### src/rtl/lvd_pkg.sv
package lvd_pkg;
   // ----------------------------------------
   // Register map (byte offsets on the plain port)
   // ----------------------------------------
   localparam logic [3:0] LVD_ADDR_CTRL = 4'h0;
   localparam logic [3:0] LVD_ADDR_LEVEL = 4'h1;
   localparam logic [3:0] LVD_ADDR_RAMSTATE = 4'h2;
   localparam logic [3:0] LVD_ADDR_EMU = 4'h3;
   localparam logic [3:0] LVD_ADDR_PROTECT = 4'h4;

   // ----------------------------------------
   // Field positions and reset values
   // ----------------------------------------
   localparam int LVD_BIT_ENABLE = 7;
   localparam int LVD_BIT_ACTION = 1;
   localparam int LVD_BIT_FLAG = 0;
   localparam int LVD_BIT_LEVEL = 0;
   localparam int LVD_BIT_RAM_INVALID_FLAG = 0;
   localparam int LVD_BIT_FORCE = 0;
   localparam logic [7:0] LVD_CTRL_RST = 8'h00;
   localparam logic [7:0] LVD_RAM_STATE_REG_RST = 8'h01;
   localparam logic [7:0] LVD_LEVEL_RST = 8'h00;
   localparam logic [7:0] LVD_EMU_RST = 8'h00;
   localparam logic [7:0] LVD_PROTECT_KEY = 8'ha5;

   // ----------------------------------------
   // Types
   // ----------------------------------------
   typedef struct packed {
      logic [3:0] addr;
      logic [7:0] wdata;
      logic wr;
      logic rd;
   } lvd_bus_t;

   typedef struct packed {
      logic detectEnable;
      logic actionSelect;
   } lvd_ctrl_t;

   typedef enum logic [0:0] {
      LVD_PROT_IDLE = 1'b0,
      LVD_PROT_ARMED = 1'b1
   } lvd_prot_t;
endpackage : lvd_pkg

### src/rtl/low_voltage_detect_control.sv
// Decided for this implementation: the register addresses and the address-and-strobe port.
`timescale 1ns/1ns
// Operation
// - action select picks interrupt or reset
// - enabled reset mode locks control and level writes
// - reset held while supply below level
// - disable stops interrupts and resets
// - retention drop sets RAM invalid flag
// - watchdog or pin reset during access sets
// - emulation register active only in emulation
// - force bit write sets RAM invalid
// - force held blocks software clear
// - control resets zero, bits 7,1,0
// - flag shows synchronised comparator when enabled
// - flag drives interrupt in interrupt mode
// - RAM flag resets one, protected clear
module low_voltage_detect_control
   import lvd_pkg::*;
(
   input wire logic ref_clk,
   input wire logic rst,
   input wire logic lockRelease,
   input wire logic cmpBelowLevel,
   input wire logic cmpBelowRetention,
   input wire logic watchdogRamReset,
   input wire logic emulationMode,
   input wire logic [3:0] addr,
   input wire logic [7:0] wdata,
   input wire logic wr,
   input wire logic rd,
   output logic [7:0] rdata,
   output logic low_volt_irq,
   output logic low_volt_reset,
   output logic [0:0] detect_level_select
);
   // ----------------------------------------
   // Comparator synchronisation
   // ----------------------------------------
   logic [1:0] cmpSync;
   logic belowLevel;
   logic belowRetention;

   lvd_sync #(.WIDTH(2)) uSync (
      .ref_clk(ref_clk),
      .rst(rst),
      .asyncIn({cmpBelowRetention, cmpBelowLevel}),
      .syncOut(cmpSync)
   );
   assign belowLevel = cmpSync[0];
   assign belowRetention = cmpSync[1];

   // ----------------------------------------
   // Register decode
   // ----------------------------------------
   lvd_bus_t bus;
   lvd_ctrl_t ctrl_r;
   lvd_ctrl_t ctrl_nxt;
   lvd_prot_t prot_r;
   lvd_prot_t prot_nxt;
   logic level_r;
   logic level_nxt;
   logic ramInvalid_r;
   logic ramInvalid_nxt;
   logic force_r;
   logic force_nxt;
   logic locked;
   logic protOk;
   logic wrCtrl;
   logic wrLevel;
   logic wrRams;
   logic wrEmu;
   logic wrKey;
   logic forceActive;
   logic lowVoltFlag;
   logic ramSet;
   logic ramClr;
   logic ctrlWrOk;
   logic levelWrOk;
   logic [7:0] rdMux;

   assign bus = '{addr: addr, wdata: wdata, wr: wr, rd: rd};
   assign wrCtrl = bus.wr && (bus.addr == LVD_ADDR_CTRL);
   assign wrLevel = bus.wr && (bus.addr == LVD_ADDR_LEVEL);
   assign wrRams = bus.wr && (bus.addr == LVD_ADDR_RAMSTATE);
   assign wrEmu = bus.wr && (bus.addr == LVD_ADDR_EMU);
   assign wrKey = bus.wr && (bus.addr == LVD_ADDR_PROTECT) && (bus.wdata == LVD_PROTECT_KEY);
   // Protected write: key write arms exactly the next write
   assign protOk = (prot_r == LVD_PROT_ARMED);

   // Lock holds until rst or a reset from another source; lockRelease stands for that
   assign locked = ctrl_r.detectEnable && ctrl_r.actionSelect;
   // Writes that survive the lock, and for control also the key check
   assign ctrlWrOk = wrCtrl && protOk && !locked;
   assign levelWrOk = wrLevel && !locked;

   // ----------------------------------------
   // Detection and action
   // ----------------------------------------
   assign lowVoltFlag = ctrl_r.detectEnable && belowLevel;
   assign low_volt_irq = lowVoltFlag && !ctrl_r.actionSelect;
   assign low_volt_reset = lowVoltFlag && ctrl_r.actionSelect;

   // ----------------------------------------
   // Next state
   // ----------------------------------------
   // Any write other than the key disarms; reads leave the key armed
   always_comb begin
      prot_nxt = prot_r;
      case (prot_r)
         LVD_PROT_IDLE: begin
            if (wrKey) begin
               prot_nxt = LVD_PROT_ARMED;
            end
         end
         LVD_PROT_ARMED: begin
            if (bus.wr && !wrKey) begin
               prot_nxt = LVD_PROT_IDLE;
            end
         end
         default: prot_nxt = LVD_PROT_IDLE;
      endcase
   end

   always_comb begin
      ctrl_nxt = ctrl_r;
      level_nxt = level_r;
      if (ctrlWrOk) begin
         ctrl_nxt.detectEnable = bus.wdata[LVD_BIT_ENABLE];
         ctrl_nxt.actionSelect = bus.wdata[LVD_BIT_ACTION];
      end
      if (levelWrOk) begin
         level_nxt = bus.wdata[LVD_BIT_LEVEL];
      end
   end

   // Emulation register ignored outside emulation mode
   assign forceActive = emulationMode && force_r;
   assign force_nxt = !emulationMode ? 1'b0 : (wrEmu ? bus.wdata[LVD_BIT_FORCE] : force_r);
   assign ramSet = belowRetention || watchdogRamReset || forceActive;
   // Set beats clear; force also blocks clearing
   assign ramClr = wrRams && protOk && !bus.wdata[LVD_BIT_RAM_INVALID_FLAG] && !forceActive;
   assign ramInvalid_nxt = ramSet ? 1'b1 : (ramClr ? 1'b0 : ramInvalid_r);

   // ----------------------------------------
   // Registers
   // ----------------------------------------
   // Control, level and key state also clear on a reset from another source
   always_ff @(posedge ref_clk) begin
      if (rst || lockRelease) begin
         ctrl_r <= '{detectEnable: LVD_CTRL_RST[LVD_BIT_ENABLE],
                     actionSelect: LVD_CTRL_RST[LVD_BIT_ACTION]};
      end else begin
         ctrl_r <= ctrl_nxt;
      end
   end

   always_ff @(posedge ref_clk) begin
      if (rst || lockRelease) begin
         level_r <= LVD_LEVEL_RST[LVD_BIT_LEVEL];
      end else begin
         level_r <= level_nxt;
      end
   end

   always_ff @(posedge ref_clk) begin
      if (rst || lockRelease) begin
         prot_r <= LVD_PROT_IDLE;
      end else begin
         prot_r <= prot_nxt;
      end
   end

   // The RAM flag survives a lock release: only a full reset reloads it
   always_ff @(posedge ref_clk) begin
      if (rst) begin
         ramInvalid_r <= LVD_RAM_STATE_REG_RST[LVD_BIT_RAM_INVALID_FLAG];
      end else begin
         ramInvalid_r <= ramInvalid_nxt;
      end
   end

   always_ff @(posedge ref_clk) begin
      if (rst) begin
         force_r <= LVD_EMU_RST[LVD_BIT_FORCE];
      end else begin
         force_r <= force_nxt;
      end
   end

   // ----------------------------------------
   // Read path
   // ----------------------------------------
   always_comb begin
      rdMux = 8'h00;
      case (bus.addr)
         LVD_ADDR_CTRL: begin
            rdMux[LVD_BIT_ENABLE] = ctrl_r.detectEnable;
            rdMux[LVD_BIT_ACTION] = ctrl_r.actionSelect;
            rdMux[LVD_BIT_FLAG] = lowVoltFlag;
         end
         LVD_ADDR_LEVEL: rdMux[LVD_BIT_LEVEL] = level_r;
         LVD_ADDR_RAMSTATE: rdMux[LVD_BIT_RAM_INVALID_FLAG] = ramInvalid_r;
         LVD_ADDR_EMU: rdMux[LVD_BIT_FORCE] = force_r;
         default: rdMux = 8'h00;
      endcase
   end

   always_ff @(posedge ref_clk) begin
      if (rst) begin
         rdata <= 8'h00;
      end else begin
         rdata <= bus.rd ? rdMux : 8'h00;
      end
   end

   assign detect_level_select = level_r;
endmodule : low_voltage_detect_control

### src/rtl/lvd_sync.sv
`timescale 1ns/1ns
module lvd_sync #(
   parameter int WIDTH = 2
) (
   input wire logic ref_clk,
   input wire logic rst,
   input wire logic [WIDTH-1:0] asyncIn,
   output logic [WIDTH-1:0] syncOut
);
   logic [WIDTH-1:0] stage1_r;
   logic [WIDTH-1:0] stage2_r;

   if (WIDTH < 1) begin : g_width_check
      $error("lvd_sync: WIDTH must be positive");
   end

   // First stage feeds only the second
   always_ff @(posedge ref_clk) begin
      if (rst) begin
         stage1_r <= '0;
         stage2_r <= '0;
      end else begin
         stage1_r <= asyncIn;
         stage2_r <= stage1_r;
      end
   end

   assign syncOut = stage2_r;
endmodule : lvd_sync

### config.mk
export PLATFORM = sky130hd
export DESIGN_NAME = low_voltage_detect_control
export DESIGN_NICKNAME = d
export VERILOG_FILES = /design/src/rtl/lvd_pkg.sv /design/src/rtl/low_voltage_detect_control.sv /design/src/rtl/lvd_sync.sv
export SDC_FILE = /design/constraint.sdc
export NUM_CORES = 1
export LEC_CHECK = 0
export CAP_MARGIN = 20
export CORE_AREA = 3 3 40 42
export CTS_CLUSTER_SIZE = 16
export DETAILED_ROUTE_END_ITERATION = 8
export DIE_AREA = 0 0 43 45
export DONT_BUFFER_PORTS = 1
export PLACE_DENSITY = 0.59
export SYNTH_ARGS = -nofsm -noshare
export SYNTH_HDL_FRONTEND = slang
export SYNTH_SLANG_ARGS = --single-unit
export TNS_END_PERCENT = 50
### constraint.sdc
create_clock -name ref_clk -period 1.03 [get_ports ref_clk]
set_input_delay 0 -clock ref_clk [delete_from_list [all_inputs] [get_ports ref_clk]]
set_output_delay 0 -clock ref_clk [all_outputs]
set_load 0.1 [all_outputs]
==> metrics.csv, run 1 <==
metric,value,unit
critPathMaxFanout,6,
post-place-ws,0.0490,ns
synth_top_cells_by_area,"dfxtp_1, buf_4, nand2_1",
rows,13,
start_kind,register,
drt-initial-drc-count,6,
status,"finished, violations left",
drive_gt1_frac,0.218,
power_density,1150,nW/um^2
syn_inst,67,
max_cap_violations,0,
final_antenna_net_count,0,
grtUsageTotal,0.148,
root_buffer,clkbuf_4,
clk_latency,0.27,ns
ios,32,
htree_num_levels,1,
placement.io_buffers,0,
yosysWarningCount,0,
endpoint_kind,output pin,
final_cell_area,853,sq um
min_from,rst,
synth_seq_area_share,0.426,
antennaDiodeCount,0,
clkTransAtPathRegs,0.08,ns
wl_per_cell,12.8,um
reg2regPathDepth,3,
hold_end,protOk$_SDFF_PP0_,
dpl-instance-area,681,sq um
first_pass_iters,4,
r2r_end,ramInvalid_r$_SDFFE_PP1P_,
final_max_slew_viol_count,0,
placedCellCount,86,
setup_ws,0.00861,ns
finClkSkew,0.00138,ns
antenna_found_initial,0,
die_area,1940,sq um
critPathKind,register to output pin,
worstPathRequired,1.03,ns
syn_area,611,sq um
p_leak,0.384,nW
yosysTopAreaCell,dfxtp_1,
synth_top_area_share,0.426,
vias_per_cell,5.32,
violations,hold timing,
drc,0,
r2r-start,protOk$_SDFF_PP0_,
power,985,uW
area_growth,39.8,%
coreArea,1280,sq um
finalHoldViolations,7,
final_util,0.664,
min_delay_path_depth,1,
dpl.hpwl,897,um
cts_tree,yes,
tns,0,ns
start_util,0.475,
yosysUniqueCellTypes,28,
ir_drop,0.728,mV
period_share,0.992,
grt_pass1_vias,489,
wirelength,1300,um
ys_ff_latch,13,
routabilityCongestion,0.701,
grt_pass1_wl,2040,um
layout.nets,109,
hold_path_class,input port to register,
hold_buffers,12,
fmax,979,MHz
cts_sinks,13,
setup_viol,0,
post_cts_buffers,0,
hold_ws,-0.209,ns
crit_arrival,1.02,ns
clock_path_buffers,2,
grt_start_max_net_pins,10,
final_cells,102,
r2r_setup_slack,0.04,ns
fin_crit,1.02,ns
die_height,45,um
numCtsBuffers,3,
num_vias,543,
grt-ovfl-total,0,
die_w,43,um
rsz0062_at_grt,yes,
syn_avg_cell_area,9.11,sq um
nFillCells,115,
-- layer usage --
layer  part of all wire  global-route usage  wire (um)  vias up
met5                  0                   0          0        -
met4              0.032               0.108         42        0
met3               0.11              0.0717        144        4
met2               0.42               0.207        549       29
met1               0.43               0.177        565      234
li1                   -                   -          -      276
-- where the power goes --
part	switching (mW)	internal, mW	total, mW
combinational	0.114	0.0529	0.167
clock	0.163	0.150	0.313
sequential	0.00235	0.502	0.505
total	0.279	0.705	0.985
-- worst max-delay path by stage --
stage / start / endpoint / slack [ns] / cells after the start
6_report: ctrl_r[1]$_SDFFE_PP0P_ / low_volt_reset / 0.009 / 2
3_3_place_gp: protOk$_SDFF_PP0_ / ramInvalid_r$_SDFFE_PP1P_ / 0.1 / 3
5_1_grt: ctrl_r[0]$_SDFFE_PP0P_ / low_volt_reset / -0.04 / 2
3_5_place_dp: protOk$_SDFF_PP0_ / ramInvalid_r$_SDFFE_PP1P_ / 0.05 / 3
4_1_cts: ctrl_r[0]$_SDFFE_PP0P_ / low_volt_reset / 0.003 / 2
2_1_floorplan: ctrl_r[0]$_SDFFE_PP0P_ / low_volt_reset / -0.19 / 1
-- kinds of logic after synthesis --
group | Yosys count | share of synthesized area
and+or+nand+nor | 33 | 0.332
other | 1 | 0.00614
DFF | 13 | 0.426
AOI/OAI and AO/OA | 10 | 0.117
buffers and inverters | 8 | 0.0861
muxes | 2 | 0.0328
-- layout make-up --
class | count | area (sq um) | area share
Clock buffer | 4 | 26.3 | 0.0308
Inverter | 2 | 7.51 | 0.00880
Multi-Input combinational cell | 50 | 337 | 0.394
Sequential cell | 13 | 272 | 0.318
Tap cell | 15 | 18.8 | 0.0220
Timing Repair Buffer | 18 | 193 | 0.226
-- state kept, by name, summed over array words and instances, names as in the netlist --
name and cells:
ramInvalid_r 1, force_r 1, uSync.syncOut 2, ctrl_r 2
uSync.stage1_r 2, detect_level_select 1, rdata 3, protOk 1
-- synth_stat cells, drive strengths merged --
| library cell | count |
|---|---|
| nand2b | 1 |
| a21boi | 1 |
| and3 | 5 |
| buf | 6 |
| a2111oi | 1 |
| a41oi | 1 |
| nor2b | 1 |
| nor4 | 2 |
| nor2 | 3 |
| nor4bb | 1 |
| mux2i | 2 |
| o41ai | 1 |
| and2b | 4 |
| nand4bb | 1 |
| o21ai | 1 |
| o211a | 1 |
| and4bb | 1 |
| nor3 | 1 |
| a21oi | 2 |
| conb | 1 |
| and4b | 1 |
| o22ai | 2 |
| nor4b | 1 |
| inv | 2 |
| dfxtp | 13 |
| nand2 | 10 |
| nor3b | 1 |
-- cell usage in the layout (no fill, tap or decap), types with 3 or more instances in the layout --
master / synthesis / final
and2b_1: 4 / 4
dfxtp_4: 0 / 3
clkbuf_4: 0 / 3
dlygate4sd3_1: 0 / 11
conb_1: 1 / 5
dfxtp_1: 13 / 10
nand2_1: 10 / 9
buf_4: 6 / 4
-- critical path, cell delays in order (launching register included) --
cell,delay [ns]
dfxtp_4,0.38
and3_4,0.20
buf_12,0.17
-- timing repair --
action,4_1_cts,5_1_grt
endpoints found under the setup margin,2,8
resized for setup,6,3
gates cloned,0,0
endpoints found under the hold margin,12,8
Power figures use the tool's default switching activity.
==> run 2: changes to the inputs <==
--- a/config.mk
+++ b/config.mk
@@ -12,6 +12,7 @@
 export DIE_AREA = 0 0 43 45
 export DONT_BUFFER_PORTS = 1
 export PLACE_DENSITY = 0.59
+export REMOVE_ABC_BUFFERS = 1
 export SYNTH_ARGS = -nofsm -noshare
 export SYNTH_HDL_FRONTEND = slang
 export SYNTH_SLANG_ARGS = --single-unit
==> metrics.csv, run 2 (same netlist as run 1, synthesis figures left out) <==
metric,value,unit,change
num_vias,580,,+6.8%
critPathMaxFanout,6,,unchanged
power_density,1160,nW/um^2,+0.89%
period_share,0.994,,+0.00256
hold_path_class,input port to register,,
wirelength,1360,um,+4.5%
path_cells,and3_4 -> buf_12,,
worstMarginPinSlew,0.535,ns,
start_util,0.475,,unchanged
reg2regPathDepth,3,,unchanged
dpl-instance-area,672,sq um,-1.3%
fmax,977,MHz,-0.26%
cpLargestDelayFamily,flip-flops,,
drive_gt1_frac,0.218,,unchanged
hold_buffers,11,,-1
cts_tree,yes,,
die_area,1940,sq um,unchanged
violations,hold timing,,
antenna_found_initial,0,,unchanged
crit_arrival,1.02,ns,about the same
ir_drop,0.686,mV,-5.7%
setup_ws,0.00597,ns,-0.00264 ns
grt_start_max_net_pins,10,,unchanged
grt_pass1_vias,489,,unchanged
final_antenna_net_count,0,,unchanged
largest_reg_flops,3,,unchanged
min_delay_path_depth,1,,unchanged
status,"finished, violations left",,
worstPathRequired,1.03,ns,about the same
cp_num_cells,2,,unchanged
cts_sinks,13,,unchanged
start_kind,register,,
clkTransAtPathRegs,0.08,ns,about the same
critPathMaxStageDelay,0.39,ns,about the same
clk_latency,0.27,ns,about the same
placement.io_buffers,0,,unchanged
die_height,45,um,unchanged
layout_common_cells,"dfxtp_1, dlygate4sd3_1, nand2_1",,
area_growth,38.1,%,
htree_num_levels,1,,unchanged
tns,0,ns,unchanged
rsz0062_at_grt,yes,,
fin_crit,1.02,ns,+0.00264 ns
maxSlewHeadroom,0.638,,
antennaDiodeCount,0,,unchanged
final_cell_area,843,sq um,-1.2%
coreArea,1280,sq um,unchanged
numCtsBuffers,3,,unchanged
dpl.hpwl,956,um,+6.6%
grt_pass1_wl,2100,um,+3.0%
setup_viol,0,,unchanged
die_w,43,um,unchanged
drc,0,,unchanged
endpoint_kind,output pin,,
slowest_stage,dfxtp_4,,
routabilityCongestion,0.723,,+3.1%
clock_path_buffers,2,,unchanged
finalHoldViolations,7,,unchanged
vias_per_cell,5.69,,+6.8%
crit_buf_inv,1,,unchanged
wl_per_cell,13.3,um,+4.5%
layout.nets,109,,unchanged
ios,32,,unchanged
grt-ovfl-total,0,,unchanged
post-place-ws,0.0515,ns,+0.00247 ns
root_buffer,clkbuf_4,,
grtUsageTotal,0.153,,+0.00490
critPathKind,register to output pin,,
first_pass_iters,4,,unchanged
regMostFlops,rdata,,
max_cap_violations,0,,unchanged
finClkSkew,0.0103,ns,+0.00893 ns
rows,13,,unchanged
p_leak,0.378,nW,-1.4%
drt-initial-drc-count,7,,+1
final_max_slew_viol_count,0,,unchanged
nFillCells,112,,-2.6%
hold_ws,-0.197,ns,+0.0114 ns
[run 2: changes by cell type in the layout (fill, tap and decap cells not counted)]
cell | before | now
dlymetal6s4s_1 | 1 | 0
dfxtp_2 | 0 | 1
o41ai_2 | 0 | 1
dfxtp_1 | 10 | 11
dfxtp_4 | 3 | 1
o41ai_1 | 1 | 0
buf_4 | 4 | 5
nor4b_1 | 0 | 1
nor4b_2 | 1 | 0
[run 2: area by class of cell]
class | count | area [sq um] | area share
Sequential cell | 13 | 265 | 0.315
Inverter | 2 | 7.51 | 0.00890
Timing Repair Buffer | 18 | 188 | 0.223
Clock buffer | 4 | 26.3 | 0.0312
Multi-Input combinational cell | 50 | 338 | 0.401
Tap cell | 15 | 18.8 | 0.0223
[run 2: through the flow]
stage / instances / util / total power [mW]
2_1_floorplan: 65 / - / 0.638
3_3_place_gp: 86 / 0.523 / 0.644
3_5_place_dp: 86 / 0.523 / 0.645
4_1_cts: 102 / 0.643 / 0.989
5_1_grt: 102 / 0.656 / 1.04
6_report: 102 / 0.656 / 0.982
[run 2: what timing repair did]
action,CTS,global route
buffers inserted,1,0
gates resized for setup,4,4
endpoints found under the setup margin,2,4
pin swaps,0,1
hold endpoints to repair,11,7
[run 2: worst reg2reg max path: cells and delay by family, from the launching register on]
family / cells / cell delay [ns]
flops: 1 / 0.35
simple gates: 1 / 0.27
buf+inv: 1 / 0.14
compound gates: 1 / 0.12
[run 2: final timing paths]
| kind | slack (ns) | end | start |
|---|---|---|---|
| max | 0.006 | low_volt_reset | ctrl_r[0]$_SDFFE_PP0P_ |
| min reg2reg | 0.41 | ramInvalid_r$_SDFFE_PP1P_ | uSync.syncOut[1]$_SDFF_PP0_ |
| min | -0.20 | protOk$_SDFF_PP0_ | rst |
| max reg2reg | 0.04 | ctrl_r[0]$_SDFFE_PP0P_ | ctrl_r[1]$_SDFFE_PP0P_ |
[run 2: report_power, final]
part | internal, mW | total (mW) | switching [mW]
sequential | 0.508 | 0.510 | 0.00258
combinational | 0.0492 | 0.163 | 0.114
clock | 0.150 | 0.309 | 0.159
[run 2: metal layers]
metal  track usage  wire length [um]  vias up
li1              -                 -      274
met2         0.260               717       29
met4        0.0723                26        0
met5             0                 0        -
met1         0.162               508      273
met3        0.0717               107        4
